==> config.mk <==
export PLATFORM = sky130hd
export DESIGN_NAME = cbc_balance_ctrl
export DESIGN_NICKNAME = d
export VERILOG_FILES = /design/src/cbc_pkg.sv /design/src/cbc_balance_ctrl.sv
export VERILOG_INCLUDE_DIRS = /design/src /design/src/src
export SDC_FILE = /design/constraint.sdc
export NUM_CORES = 1
export LEC_CHECK = 0
export ABC_AREA = 1
export ABC_CLOCK_PERIOD_IN_PS = 7100
export BUFFER_PORTS_ARGS = -buffer_cell sky130_fd_sc_hd__buf_2
export CAP_MARGIN = 10
export CORE_MARGIN = 2
export CORE_UTILIZATION = 30
export DETAILED_ROUTE_END_ITERATION = 10
export PLACE_DENSITY_LB_ADDON = 0.05
export SYNTH_ARGS = -nofsm -noshare
export SYNTH_HDL_FRONTEND = slang
export SYNTH_SLANG_ARGS = --single-unit
==> constraint.sdc <==
create_clock -name sys_clk -period 7.1 [get_ports sys_clk]
set_clock_uncertainty 0.2 [all_clocks]
set_input_delay 1.065 -clock sys_clk [delete_from_list [all_inputs] [get_ports sys_clk]]
set_output_delay 1.065 -clock sys_clk [all_outputs]
set_load 0.02 [all_outputs]
==> src/cbc_params.svh <==
`ifndef CBC_PARAMS_SVH
`define CBC_PARAMS_SVH

// Register word addresses
`define CBC_ADDR_GLOBAL_CONFIG    16'h1000
`define CBC_ADDR_TIMEOUT_TIMER    16'h1001
`define CBC_ADDR_CH_ENABLE_LOW    16'h1002
`define CBC_ADDR_CH_ENABLE_HIGH   16'h1003
`define CBC_ADDR_PREBALANCE_TIMER 16'h1004
`define CBC_ADDR_DISCHARGE_CTRL   16'h1005
`define CBC_ADDR_MON_ENABLE_LOW   16'h1006
`define CBC_ADDR_MON_ENABLE_HIGH  16'h1007
`define CBC_ADDR_STATUS_LOW       16'h100D
`define CBC_ADDR_STATUS_HIGH      16'h100E
`define CBC_ADDR_SWITCH_LOW       16'h1010
`define CBC_ADDR_SWITCH_HIGH      16'h1011
`define CBC_ADDR_FAULT_LOW        16'h1012
`define CBC_ADDR_FAULT_HIGH       16'h1013

// Field positions
`define CBC_BIT_GLOBAL_ENABLE     0
`define CBC_BIT_TIMER_MODE        1
`define CBC_BIT_CELL_UV_MODE      2
`define CBC_BIT_GLOBAL_UV_MODE    3
`define CBC_BIT_READY             0

// Reset values
`define CBC_RST_GLOBAL_CONFIG     16'h0000
`define CBC_RST_TIMEOUT_TIMER     16'h0000
`define CBC_RST_CH_ENABLE         18'h00000
`define CBC_RST_PREBALANCE_TIMER  16'h0000
`define CBC_RST_DISCHARGE_CTRL    16'h2152
`define CBC_RST_MON_ENABLE        18'h3FFFF

// Discharge keys
`define CBC_KEY_DISCHARGE_ON      16'hDEAD
`define CBC_KEY_DISCHARGE_OFF     16'h2152

// Timing
`define CBC_CLK_HZ                20000000
`define CBC_TIMER_STEP_S          10
`define CBC_TIMER_STEP_CYCLES     (`CBC_TIMER_STEP_S * `CBC_CLK_HZ)

`endif

==> src/cbc_pkg.sv <==
`default_nettype none

package cbc_pkg;

  localparam int CBC_CHANNELS = 18;

  typedef struct packed {
    logic        wr;
    logic        rd;
    logic [15:0] addr;
    logic [15:0] wdata;
  } cbc_reg_req_t;

  typedef struct packed {
    logic [15:0] temp;
    logic        valid;
    logic [15:0] upper;
    logic [15:0] hyst;
  } cbc_junction_t;

  typedef struct packed {
    logic        meas_valid;
    logic        global_uv_one;
    logic        cell_uv_all;
    logic        timers_all_expired;
    logic [17:0] channel_done;
  } cbc_done_t;

  typedef struct packed {
    logic        enable;
    logic        timer_mode;
    logic        cell_uv_mode;
    logic        global_uv_mode;
    logic [15:0] timeout;
    logic [15:0] prebalance;
    logic [17:0] ch_enable;
    logic [15:0] discharge_ctrl;
    logic        discharge_on;
    logic        junction_over;
    logic        ready;
    logic [17:0] switch_on;
    logic [17:0] switch_on_prev;
    logic [17:0] fault;
    logic [17:0] mon_enable;
    logic [31:0] step_cnt;
    logic        step;
    logic [15:0] rdata;
  } cbc_state_t;

endpackage : cbc_pkg

`default_nettype wire

==> src/cbc_balance_ctrl.sv <==
// Overview of operation
// [RULE1] Junction over-temperature protection always applies while balancing; no disable setting.
// [RULE2] Junction reading above upper threshold interrupts balancing on all channels.
// [RULE3] Channel timers freeze during junction pause; resume below threshold minus hysteresis. The code resumes at or below that level.
// [RULE4] Junction pause leaves the global timeout countdown running.
// [RULE5] Measurement pause inhibits all balancing and holds channel timers.
// [RULE6] Measurement pause leaves the global timeout countdown running.
// [RULE7] Enable key written to discharge control starts full-duty emergency discharge.
// [RULE8] Disable key or supply low-voltage stops emergency discharge.
// [RULE9] Emergency discharge runs without global enable and ignores temperature modulation.
// [RULE10] Timeout expiry never ends discharge; timeout is held while discharge runs.
// [RULE11] Battery overvoltage suspends discharge and releases timeout; flag clear resumes both.
// [RULE12] A switch fault turns off only the affected channel.
// [RULE13] All balancing and diagnostics need global enable, except emergency discharge.
// [RULE14] A channel that completes balancing has its enable bit cleared.
// [RULE15] One periodic measurement per wake-up feeds the voltage-based decisions.
// [RULE16] All channel enables clear: global enable resets and ready status sets.
// [RULE17] Timeout, all timers expired, or undervoltage limits clear the channel enables.
// [RULE18] No register reports why channel enables were cleared.
// [RULE19] Two status registers show each switch open or closed.
// [RULE20] Fault flag sets when a switch state differs from its intended state.
// [RULE21] Status, overcurrent and open-load checks per switch, each switch separately enabled.
// [RULE22] Channel enables live in two registers: channels 0-15 and 16-17.
// [RULE23] Timeout decrements every 10 s while non-zero; expiry opens switches, clears enable.
// [RULE24] Prebalance counter runs once enabled; balancing and channel timers wait for expiry.
// [RULE25] Junction threshold and hysteresis are inputs compared to the latest junction result.
`include "cbc_params.svh"
`default_nettype none

module cbc_balance_ctrl
  import cbc_pkg::*;
#(
  parameter int unsigned STEP_CYCLES = `CBC_TIMER_STEP_CYCLES
) (
  // Clock and reset
  input  wire logic          sys_clk,
  input  wire logic          nrst,
  // Register access port
  input  wire cbc_reg_req_t  reg_req,
  output logic [15:0]        reg_rdata,
  // Junction temperature result and limits
  input  wire cbc_junction_t junction,
  // Measurement pause and supply conditions
  input  wire logic          meas_pause,
  input  wire logic          supply_low,
  input  wire logic          battery_overvoltage_flag,
  // Completion events from the channel modes
  input  wire cbc_done_t     done_evt,
  // Physical switch feedback
  input  wire logic [17:0]   switch_closed,
  input  wire logic [17:0]   switch_overcurrent,
  input  wire logic [17:0]   switch_open_load,
  // Switch drive and mode outputs
  output logic [17:0]        balance_terminal,
  output logic               channel_timer_hold,
  output logic [3:0]         mode_config
);

  generate
    if (STEP_CYCLES < 2) begin : g_bad_step
      $error("STEP_CYCLES must be at least 2");
    end
  endgenerate

  logic [1:0]  rst_sync;
  logic        rst_n;
  cbc_state_t  s;
  cbc_state_t  next_s;

  always_ff @(posedge sys_clk or negedge nrst) begin
    if (!nrst) begin
      rst_sync <= 2'h0;
    end else begin
      rst_sync <= {rst_sync[0], 1'b1};
    end
  end
  assign rst_n = rst_sync[1];

  function automatic logic [15:0] read_mux(input cbc_state_t st, input logic [15:0] addr);
    logic [15:0] v;
    v = 16'h0000;
    case (addr)
      `CBC_ADDR_GLOBAL_CONFIG: begin
        v[`CBC_BIT_GLOBAL_ENABLE]  = st.enable;
        v[`CBC_BIT_TIMER_MODE]     = st.timer_mode;
        v[`CBC_BIT_CELL_UV_MODE]   = st.cell_uv_mode;
        v[`CBC_BIT_GLOBAL_UV_MODE] = st.global_uv_mode;
      end
      `CBC_ADDR_TIMEOUT_TIMER:    v = st.timeout;
      `CBC_ADDR_CH_ENABLE_LOW:    v = st.ch_enable[15:0];
      `CBC_ADDR_CH_ENABLE_HIGH:   v = {14'h0000, st.ch_enable[17:16]};
      `CBC_ADDR_PREBALANCE_TIMER: v = st.prebalance;
      `CBC_ADDR_DISCHARGE_CTRL:   v = st.discharge_ctrl;
      `CBC_ADDR_MON_ENABLE_LOW:   v = st.mon_enable[15:0];
      `CBC_ADDR_MON_ENABLE_HIGH:  v = {14'h0000, st.mon_enable[17:16]};
      `CBC_ADDR_STATUS_LOW:       v = st.switch_on[15:0];
      `CBC_ADDR_STATUS_HIGH: begin
        v[1:0]         = st.switch_on[17:16];
        v[`CBC_BIT_READY + 2] = st.ready;
      end
      `CBC_ADDR_SWITCH_LOW:       v = switch_closed[15:0]; // [RULE19]
      `CBC_ADDR_SWITCH_HIGH:      v = {14'h0000, switch_closed[17:16]}; // [RULE19]
      `CBC_ADDR_FAULT_LOW:        v = st.fault[15:0];
      `CBC_ADDR_FAULT_HIGH:       v = {14'h0000, st.fault[17:16]};
      default:                    v = 16'h0000;
    endcase
    return v;
  endfunction : read_mux

  logic        run_discharge;
  logic        expire;
  logic        balance_go;
  logic        diag_active;
  logic        clear_all;
  logic [16:0] release_level;
  logic [17:0] mismatch;
  logic [17:0] new_fault;
  logic [17:0] clear_mask;
  logic [17:0] target;

  always_comb begin
    next_s        = s;
    expire        = 1'b0;
    release_level = 17'h00000;
    mismatch      = 18'h00000;
    new_fault     = 18'h00000;
    clear_mask    = 18'h00000;
    target        = 18'h00000;
    clear_all     = 1'b0;

    // 10 s step enable
    next_s.step = 1'b0;
    if (s.step_cnt == STEP_CYCLES - 1) begin
      next_s.step_cnt = 32'h00000000;
      next_s.step     = 1'b1;
    end else begin
      next_s.step_cnt = s.step_cnt + 32'h00000001;
    end

    // Overvoltage only suspends; the request itself stays armed
    run_discharge = s.discharge_on & ~battery_overvoltage_flag; // [RULE11]

    // Timeout runs regardless of pauses, held only by a running discharge
    if (s.step && s.timeout != 16'h0000 && !run_discharge) begin // [RULE4] [RULE6] [RULE10]
      next_s.timeout = s.timeout - 16'h0001; // [RULE23]
      expire         = (s.timeout == 16'h0001);
    end

    if (s.step && s.enable && s.prebalance != 16'h0000) begin
      next_s.prebalance = s.prebalance - 16'h0001; // [RULE24]
    end

    // Junction protection has no enable of its own
    if (junction.valid) begin // [RULE1] [RULE25]
      release_level = {1'b0, junction.temp} + {1'b0, junction.hyst};
      if (junction.temp > junction.upper) begin
        next_s.junction_over = 1'b1; // [RULE2]
      end else if (release_level <= {1'b0, junction.upper}) begin
        next_s.junction_over = 1'b0; // [RULE3]
      end
    end

    balance_go = s.enable & (s.prebalance == 16'h0000) // [RULE13] [RULE24]
               & ~s.junction_over & ~meas_pause; // [RULE2] [RULE5]

    if (run_discharge) begin
      target = ~s.fault; // [RULE7] [RULE9] [RULE12]
    end else if (balance_go) begin
      target = s.ch_enable & ~s.fault; // [RULE12]
    end
    next_s.switch_on      = target;
    next_s.switch_on_prev = s.switch_on;

    // Compare only channels whose command has settled for a cycle
    diag_active = s.enable | run_discharge; // [RULE13]
    if (diag_active) begin
      mismatch  = ((switch_closed ^ s.switch_on) & ~(s.switch_on ^ s.switch_on_prev)) // [RULE20]
                | switch_overcurrent | switch_open_load; // [RULE21]
      new_fault = mismatch & s.mon_enable; // [RULE21]
    end

    // Register writes
    if (reg_req.wr) begin
      case (reg_req.addr)
        `CBC_ADDR_GLOBAL_CONFIG: begin
          next_s.enable         = reg_req.wdata[`CBC_BIT_GLOBAL_ENABLE];
          next_s.timer_mode     = reg_req.wdata[`CBC_BIT_TIMER_MODE];
          next_s.cell_uv_mode   = reg_req.wdata[`CBC_BIT_CELL_UV_MODE];
          next_s.global_uv_mode = reg_req.wdata[`CBC_BIT_GLOBAL_UV_MODE];
          if (reg_req.wdata[`CBC_BIT_GLOBAL_ENABLE]) begin
            next_s.ready = 1'b0;
          end
        end
        `CBC_ADDR_TIMEOUT_TIMER:    next_s.timeout = reg_req.wdata;
        `CBC_ADDR_CH_ENABLE_LOW:    next_s.ch_enable[15:0] = reg_req.wdata; // [RULE22]
        `CBC_ADDR_CH_ENABLE_HIGH:   next_s.ch_enable[17:16] = reg_req.wdata[1:0]; // [RULE22]
        `CBC_ADDR_PREBALANCE_TIMER: next_s.prebalance = reg_req.wdata;
        `CBC_ADDR_DISCHARGE_CTRL: begin
          next_s.discharge_ctrl = reg_req.wdata;
          if (reg_req.wdata == `CBC_KEY_DISCHARGE_ON) begin
            next_s.discharge_on = 1'b1; // [RULE7]
          end else if (reg_req.wdata == `CBC_KEY_DISCHARGE_OFF) begin
            next_s.discharge_on = 1'b0; // [RULE8]
          end
        end
        `CBC_ADDR_MON_ENABLE_LOW:   next_s.mon_enable[15:0] = reg_req.wdata;
        `CBC_ADDR_MON_ENABLE_HIGH:  next_s.mon_enable[17:16] = reg_req.wdata[1:0];
        default: begin
        end
      endcase
    end

    // Reads: fault flags clear on read, later sets win
    if (reg_req.rd) begin
      next_s.rdata = read_mux(s, reg_req.addr);
      if (reg_req.addr == `CBC_ADDR_FAULT_LOW) begin
        next_s.fault[15:0] = 16'h0000;
      end
      if (reg_req.addr == `CBC_ADDR_FAULT_HIGH) begin
        next_s.fault[17:16] = 2'h0;
      end
    end
    next_s.fault = next_s.fault | new_fault; // [RULE20]

    if (supply_low) begin
      next_s.discharge_on = 1'b0; // [RULE8]
    end

    // Channel completion; causes are merged and not recorded
    clear_all = expire // [RULE17] [RULE18]
              | (s.enable & s.timer_mode & done_evt.timers_all_expired)
              | (s.enable & done_evt.meas_valid & s.global_uv_mode // [RULE15]
                 & done_evt.global_uv_one)
              | (s.enable & done_evt.meas_valid & s.cell_uv_mode
                 & done_evt.cell_uv_all);
    clear_mask = new_fault | {CBC_CHANNELS{clear_all}}; // [RULE12] [RULE17]
    if (s.enable) begin
      clear_mask = clear_mask | done_evt.channel_done; // [RULE14]
    end
    next_s.ch_enable = next_s.ch_enable & ~clear_mask;

    if (expire) begin
      next_s.enable = 1'b0; // [RULE23]
      if (s.enable) begin
        next_s.ready = 1'b1; // [RULE16]
      end
    end

    if (s.enable && s.ch_enable == 18'h00000) begin
      next_s.enable = 1'b0; // [RULE16]
      next_s.ready  = 1'b1; // [RULE16]
    end
  end

  always_ff @(posedge sys_clk or negedge rst_n) begin
    if (!rst_n) begin
      s                <= '0;
      s.timeout        <= `CBC_RST_TIMEOUT_TIMER;
      s.prebalance     <= `CBC_RST_PREBALANCE_TIMER;
      s.ch_enable      <= `CBC_RST_CH_ENABLE;
      s.discharge_ctrl <= `CBC_RST_DISCHARGE_CTRL;
      s.mon_enable     <= `CBC_RST_MON_ENABLE;
    end else begin
      s <= next_s;
    end
  end

  // Channel timers wait during prebalance, junction pause and measurement pause
  assign channel_timer_hold = ~s.enable | (s.prebalance != 16'h0000) // [RULE24]
                            | s.junction_over | meas_pause; // [RULE3] [RULE5]
  assign balance_terminal   = s.switch_on;
  assign reg_rdata          = s.rdata;
  assign mode_config        = {s.global_uv_mode, s.cell_uv_mode, s.timer_mode, s.enable};

endmodule : cbc_balance_ctrl

`default_nettype wire

# --- Word-level counts from Yosys, hierarchy flattened ---
# Cells that the tools add are included.
classes:
  multipliers: 0
  shifts: 0
  reduce_logical: 23
  n_lt_le_gt_ge: 2
  n_bitwise: 36
  div: 0
  muxes: 35
  add_sub_neg: 4
  eq_ne: 18
op_table:
  columns: ["cell", "count"]
  rows:
  - ["16-bit by 13-bit equality test with 1-bit output, second input constant", 14]
  - ["16-bit two-way mux", 6]
  - ["12-bit case mux with 8 select lines", 1]
  - ["18-bit two-way mux", 5]
  - ["18-bit OR", 5]
  - ["18-bit AND", 4]
  - ["71-bit two-way mux", 1]
  - ["18-bit inverter", 3]
  - ["3-bit case mux with 14 select lines", 1]
  - ["18-bit XOR", 2]
  - ["32-bit by 1-bit adder with 32-bit output, second input constant", 1]
  - ["32-bit by 28-bit equality test with 1-bit output, second input constant", 1]
  - ["32-bit two-way mux", 1]
  - ["16-bit nonzero test", 2]
  - ["16-bit by 1-bit subtractor with 16-bit output, second input constant", 2]
  - ["18-bit zero test", 1]
  - ["16-bit by 16-bit adder with 17-bit output", 1]
  - ["17-bit by 16-bit less-or-equal comparator with 1-bit output", 1]
  - ["17-bit two-way mux", 1]
  - ["16-bit by 1-bit equality test with 1-bit output, second input constant", 1]
  - ["16-bit by 14-bit equality test with 1-bit output, second input constant", 1]
  - ["16-bit equality test, second input constant", 1]
  - ["16-bit > comparator", 1]
  - ["16-bit zero test", 1]
  - ["13 further kinds", 60]
totals:
  rom_bits: 0
  output_inout_bits: 39
  register_bits: 196
  ramBits: 0
  memories: 0
  input_bits: 164
  latchBits: 0

# --- Longest topological paths before layout ---
# Gate-level depths: netlist of run 1.
logic_depth:
  ltp_word: 13
  ltp_mapped: 22

# --- Worst setup path before layout of run 1 ---
# No wires, ideal clock.
synth_timing:
  path_kind: "input to register"
  from: "in junction[0] (netlist name)"
  to: "reg s[122] (netlist name)"
  path_buffers: 0
  t_required_ns: 6.783
  t_arrival_ns: 3.351
  setup_slack_ns: 3.433
  setup_time_ns: 0.117
  stages: 21
  path_cell_list: "ha_1 > inv_1 > fa_1 > o21ai_1 > a21oi_1 > o21ai_1 > nand2_1 > nand2_1 > xor2_1 > ha_1 > a21oi_1 > o21a_1 > nand2_1 > nand2_1 > nand2_1 > nand2_1 > nand2_1 > nand2_1 > nand2_1 > nand2_1 > nand2_1"
synth_between:
  elab_chain_cells: 4
synth_rtl:
  columns: ["element", "line", "rtl"]
  rows:
  - ["from (decl)", "cbc_balance_ctrl.sv:42", "input wire cbc_junction_t junction,"]
  - ["16-bit by 16-bit adder with 17-bit output", "cbc_balance_ctrl.sv:155", "release_level = {1'b0, junction.temp} + {1'b0, junction.hyst};"]
  - ["17-bit by 16-bit less-or-equal comparator with 1-bit output", "cbc_balance_ctrl.sv:158", "end else if (release_level <= {1'b0, junction.upper}) begin"]
  - ["2-bit nonzero test (no source line)", null, null]
  - ["2-bit AND reduction (no source line)", null, null]
  - ["to (signal assigned)", "cbc_balance_ctrl.sv:264", "s <= next_s;"]
  - ["to (decl)", "cbc_balance_ctrl.sv:67", "cbc_state_t s;"]
# Every way passes these cells.
# A chain may end at the register's enable or synchronous reset.

# --- Worst setup path in the final report of run 1 ---
layout_timing:
  from: "reg s[158] (netlist name)"
  to: "out channel_timer_hold"
layout_between:
  elab_chain_cells: 4
layout_rtl:
  columns: ["element", "line", "rtl"]
  rows:
  - ["16-bit nonzero test", "cbc_balance_ctrl.sv:269", "assign channel_timer_hold = ~s.enable | (s.prebalance != 16'h0000)"]
  - ["1-bit OR", "cbc_balance_ctrl.sv:269", null]
  - ["1-bit OR (2 in a row)", "cbc_balance_ctrl.sv:270", "| s.junction_over | meas_pause;"]
  - ["to (decl)", "cbc_balance_ctrl.sv:55", "output logic channel_timer_hold,"]
# Every way passes these cells.

==> impl_metrics.toml, run 1 <==
[pwr]
p_sw_share_pct = 27.4
p_per_area_nw_per_um2 = 166
ir_drop_mv = 0.140
comb_power_share_pct = 10.7
clock_power_share_pct = 41.7
p_switching_mw = 0.649
pwr-share-seq_pct = 47.6
cell_internal_pwr_mw = 1.72
leakagePower_nw = 6.99

[synthesis]
synth_nets = 1854
synth-edff-count = 0
synth_cell_type_count = 53
synth-seq-area-share_pct = 39.4
synthArstFlopShare_pct = 100
yosys_warnings = 0
synth.cell_area_um2 = 12500
yosysTopAreaCell = "dfrtp_1"
synthDominantCellAreaShare_pct = 34.5
synth_flop_cell = "dfrtp_1"
syn_avg_cell_area_um2 = 7.65
synth_area_leaders = "dfrtp_1 35%, nand2_1 9.7%, inv_1 6.9%, ha_1 5.2%, dfstp_2 4.8%"
synth_cells = 1637
ys_ff_latch = 196

[cells_and_area]
stdcell_area_um2 = 14300
areaGrowthSynthToFinish_pct = 14.2
utilization_pct = 34.9
drive_gt1_share_pct = 19.0
antenna_cells = 0
layout_common_cells = "324 x nand2_1, 231 x inv_1, 202 x buf_2"
nNetsFinal = 2002
layout_commonest_cell = "nand2_1"

[die]
rows = 74
design.die.area_um2 = 43400
initial_utilization_pct = 30.6
die_width_um = 208
core_area_um2 = 41000
die_y_um = 208
io_pins = 203

[sta]
fin_crit_sh_pct = 51.9
tns_ns = 0
slew-limit-headroom_pct = 20.9
worst_pin_slew_ns = 1.19
maxSlewViolCount = 0
holdWs_ns = 0.154
setup_viol = 0
min_period_ns = 3.69
hold_viol = 0
grt_setup_unrepaired = "false"
max_freq_ghz = 0.271
final.setup.worst_slack_ns = 3.41

[setup_path]
endpoint_kind = "output pin"
crit_chain = "inv_1 > ha_1 > nand4_1 > nor2_1 > and3_1 > buf_4 > inv_1 > buf_2"
path_buf_inv = 4
crit_arrival_ns = 2.42
critical_path_class = "reg2out"
worstPathMaxFanout = 19
worst-endpoint-required_ns = 5.83
start_kind = "flop"
cp_slowest_cell = "dfrtp_1"
cpMostUsedCell = "inv_1"
slowest_delay_ns = 0.39
crit_family = "buffers and inverters"

[clock_network]
cts-resized-gates = 0
cts_max_path_buffers = 2
insertion_delay_ns = 0.45
cts_setup_buffers = 0
clock_sinks = 196
cts_buffers = 17
path_clk_slew_ns = 0.07
htree_num_levels = 4
root_buffer = "clkbuf_16"
cts-hold-fix-buffers = 0
cts_tree = "built"

[placed_design]
gp_congestion = 0.865
portBuffers = 202
pre_cts_ws_ns = 3.04
hpwl_um = 32200
place_area_um2 = 13700

[routing]
drc = 0
via_count = 11340
first_iter_violations = 675
drt-pass1-iter-count = 5
ant_nets = 0
viasPerCell = 4.87
wirelength_um = 41900
wl_per_cell_um = 18.0

[global_routing]
grt_pass1_wl_um = 65400
grt_overflow = 0
grt_pass1_vias = 11042
grt_max_degree = 132
track_usage_pct = 19.5
antenna_found_initial = 3

[worst_hold_path]
hp-class = "reg2reg"

[run]
max_cap_violations = 0

[outcome]
outcome = "finished clean"
[synth_stat cells, types with 5 or more instances]
| master | n |
|---|---|
| dfstp_2 | 23 |
| dfrtp_1 | 173 |
| o311ai_0 | 9 |
| o22ai_1 | 38 |
| nand2_1 | 324 |
| a211oi_1 | 5 |
| nor2_1 | 159 |
| xnor2_1 | 13 |
| o21ai_0 | 115 |
| nand3_1 | 70 |
| buf_4 | 43 |
| nor3_2 | 5 |
| o21ai_1 | 18 |
| nand4_1 | 33 |
| a21oi_1 | 72 |
| nor3_1 | 23 |
| clkbuf_1 | 14 |
| nand2_2 | 16 |
| ha_1 | 52 |
| nand3_2 | 5 |
| inv_2 | 13 |
| buf_2 | 13 |
| nor2_2 | 23 |
| o2111ai_1 | 19 |
| a21o_1 | 14 |
| inv_1 | 231 |
| o211ai_1 | 25 |
| o21ai_2 | 7 |
| xor2_1 | 40 |
| nor4_1 | 8 |
| buf_6 | 6 |
[worst paths after layout]
path                        startpoint                 end  slack, ns  cells after the start
min in group asynchronous         nrst         rst_sync[1]       0.19                      1
min reg2reg                rst_sync[0]         rst_sync[1]       0.15                      0
max in group asynchronous  rst_sync[1]               s[96]       5.18                      1
max                             s[158]  channel_timer_hold       3.41                      8
min                        rst_sync[0]         rst_sync[1]       0.15                      0
max reg2reg                     s[123]              s[146]       3.99                      8
[power by group through the flow]
stage	registers, mW	clock network, mW	logic [mW]
3_5_place_dp	1.15	0	0.258
5_1_grt	1.13	1.07	0.294
6_report	1.13	0.988	0.255
4_1_cts	1.13	1.02	0.260
2_1_floorplan	1.16	0	0.136
3_3_place_gp	1.15	0	0.259
[final cells by class]
cell class	instances	area (um^2)
Clock buffer	20	447
Clock inverter	12	124
Fill cell	4419	26700
Inverter	247	930
Multi-Input combinational cell	1116	6140
Sequential cell	196	4940
Tap cell	532	666
Timing Repair Buffer	207	1060
[metrics by stage]
step           cells  power, mW
3_5_place_dp    2298       1.41
4_1_cts         2330       2.41
5_1_grt         2330       2.49
3_3_place_gp    2298       1.41
6_report        2330       2.37
2_1_floorplan   1637       1.29
[layer usage]
| metal | track usage (%) | wire [um] | vias up |
|---|---|---|---|
| met4 | 3.97 | 500 | 6 |
| met5 | 0 | 40 | - |
| li1 | - | - | 5675 |
| met2 | 31.7 | 19600 | 252 |
| met3 | 3.15 | 1730 | 31 |
| met1 | 27.4 | 20000 | 5376 |
[registers in the layout (all words and copies together), names as in the netlist]
signal	cells
balance_terminal	18
mode_config	4
reg_rdata	16
rst_sync	2
s	156
[kinds of logic (layout without fill, tap and decap cells)]
| group | after synthesis | after routing | share of synthesized area (%) |
|---|---|---|---|
| and+or+nand+nor | 678 | 678 | 24.1 |
| AOI/OAI and AO/OA | 331 | 331 | 15.8 |
| buffers and inverters | 325 | 486 | 11.6 |
| DFF | 196 | 196 | 39.4 |
| adders and majority gates | 53 | 53 | 5.35 |
| xor gates and xnor gates | 53 | 53 | 3.70 |
| other | 1 | 1 | 0.0299 |
No activity file was read; power rests on OpenSTA's default activity.
==> run 2: changes to the inputs <==
Settings changed: ABC_CLOCK_PERIOD_IN_PS 7100 to 3540.
Clock period 7.1 ns to 3.54 ns, I/O delays scaled along.
==> impl_metrics.toml, run 2 (synthesis gave the netlist of run 1 again) <==
[outcome]
outcome = "finished clean"

[setup_path]
crit_path_end = "s[122]"
reg2reg_slack_ns = 0.79
cpMostUsedCell = "nand2_1"
critical_path_class = "in2reg"
reg2reg_to = "s[147]"
slowest_delay_ns = 0.41
worst-endpoint-required_ns = 3.69
worstPathMaxFanout = 3
endpoint_kind = "flop"
cp_slowest_cell = "fa_1"
crit_arrival_ns = 3.22
crit_start = "junction[33]"
reg2reg_from = "s[174]"
start_kind = "input port"
reg2regPathDepth = 11
crit_chain = "buf_2 > ha_1 > inv_1 > fa_1 > o21ai_1 > a21oi_1 > o21ai_1 > nand2_1 > nand2_1 > xor2_1 > ha_1 > a21oi_1 > o21a_1 > nand2_1 > nand2_1 > nand2_1 > nand2_1 > nand2_1 > nand2_1 > nand2_1 > nand2_1 > nand2_1"

[clock_network]
path_clk_slew_ns = 0.08
root_buffer = "clkbuf_16"
cts_setup_buffers = 0
clock_sinks = 196
cts_buffers = 17
insertion_delay_ns = 0.46
cts_max_path_buffers = 2
htree_num_levels = 4
cts_tree = "built"

[global_routing]
antenna_found_initial = 6
grt_pass1_vias = 11306
grt_pass1_wl_um = 65900
track_usage_pct = 19.6
grt_max_degree = 46
grt_overflow = 0

[routing]
wirelength_um = 41700
viasPerCell = 4.82
drc = 0
wl_per_cell_um = 17.7
first_iter_violations = 533
ant_nets = 0
via_count = 11342
drt-pass1-iter-count = 5

[sta]
fin_crit_sh_pct = 86.6
setup_viol = 0
final.setup.worst_slack_ns = 0.475
slew-limit-headroom_pct = 48.9
worst_pin_slew_ns = 0.757
min_period_ns = 3.06
maxSlewViolCount = 0
hold_viol = 0
grt_setup_unrepaired = "false"
max_freq_ghz = 0.326

[die]
core_area_um2 = 41000
rows = 74
io_pins = 203
die_width_um = 208
initial_utilization_pct = 30.6
die_y_um = 208
design.die.area_um2 = 43400

[cells_and_area]
regMostFlops = "s"
stdcell_area_um2 = 14600
layout_commonest_cell = "nand2_1"
largest_reg_flops = 156
fin_cells = 2352
layout_common_cells = "324 x nand2_1, 231 x inv_1, 202 x buf_2"
areaGrowthSynthToFinish_pct = 16.3
drive_gt1_share_pct = 20.0
nNetsFinal = 2023

[pwr]
p_per_area_nw_per_um2 = 343
leakagePower_nw = 7.14
ir_drop_mv = 0.280

[placed_design]
pre_cts_ws_ns = -0.0268
hpwl_um = 32700
gp_congestion = 0.912
portBuffers = 202
dp_cells = 2318
place_area_um2 = 13900

[worst_hold_path]
hp-class = "in2reg"

[run]
max_cap_violations = 0
-- run 2: final cells by class --
class / count / area (um^2)
multi-input combinational: 1116 / 6140
clock inverter: 14 / 211
clock buffer: 18 / 439
tap: 532 / 666
sequential: 196 / 4940
fill: 4408 / 26400
antenna: 1 / 2.50
timing repair buffer: 228 / 1250
inverter: 247 / 930
-- run 2: critical path: cells and delay by family --
kind | cells | cell delay (ns)
XOR/XNOR | 1 | 0.16
adder cells (fa/ha/maj) | 3 | 0.83
AND/OR/NAND/NOR | 11 | 0.63
buffers and inverters | 2 | 0.15
AO/OA/AOI/OAI | 5 | 0.92
-- run 2: worst min path at each step --
stage               startpoint     endpoint  slack, ns  cells past startpoint
floorplan                 nrst  rst_sync[0]       0.04                      0
global placement          nrst  rst_sync[0]       0.12                      1
detailed placement        nrst  rst_sync[0]       0.12                      1
CTS                 supply_low       s[123]       0.03                      2
global route        supply_low       s[123]       0.04                      2
finish              supply_low       s[123]       0.06                      2
-- run 2: routing by layer --
metal | global-route usage [%] | wire length (um) | part of all wire, %
met5 | 0 | 58 | 0.14
met4 | 4.56 | 556 | 1.3
met3 | 3.50 | 1550 | 3.7
met2 | 32.0 | 19400 | 47
met1 | 27.0 | 20100 | 48
-- run 2: through the flow --
stage	hold slack (ns)	TNS (ns)	util, %	total power, mW
final	0.0638	0	35.5	5.00
after global routing	0.0366	0	35.5	5.23
after CTS	0.0318	0	35.5	5.07
after detailed placement	0.119	-0.0268	33.9	2.84
after global placement	0.117	-0.00569	33.9	2.84
after floorplan	0.0354	0	-	2.59
-- run 2: what timing repair did --
item	4_1_cts	5_1_grt
resized for setup	0	0
hold buffers	1	0
setup endpoints to repair	0	0
endpoints found under the hold margin	2	0
-- run 2: power breakdown --
part | switching (mW) | leakage [nW] | internal, mW
clock | 0.982 | 0.322 | 1.23
sequential | 0.0145 | 2.35 | 2.25
combinational | 0.316 | 4.47 | 0.212
total | 1.31 | 7.14 | 3.69
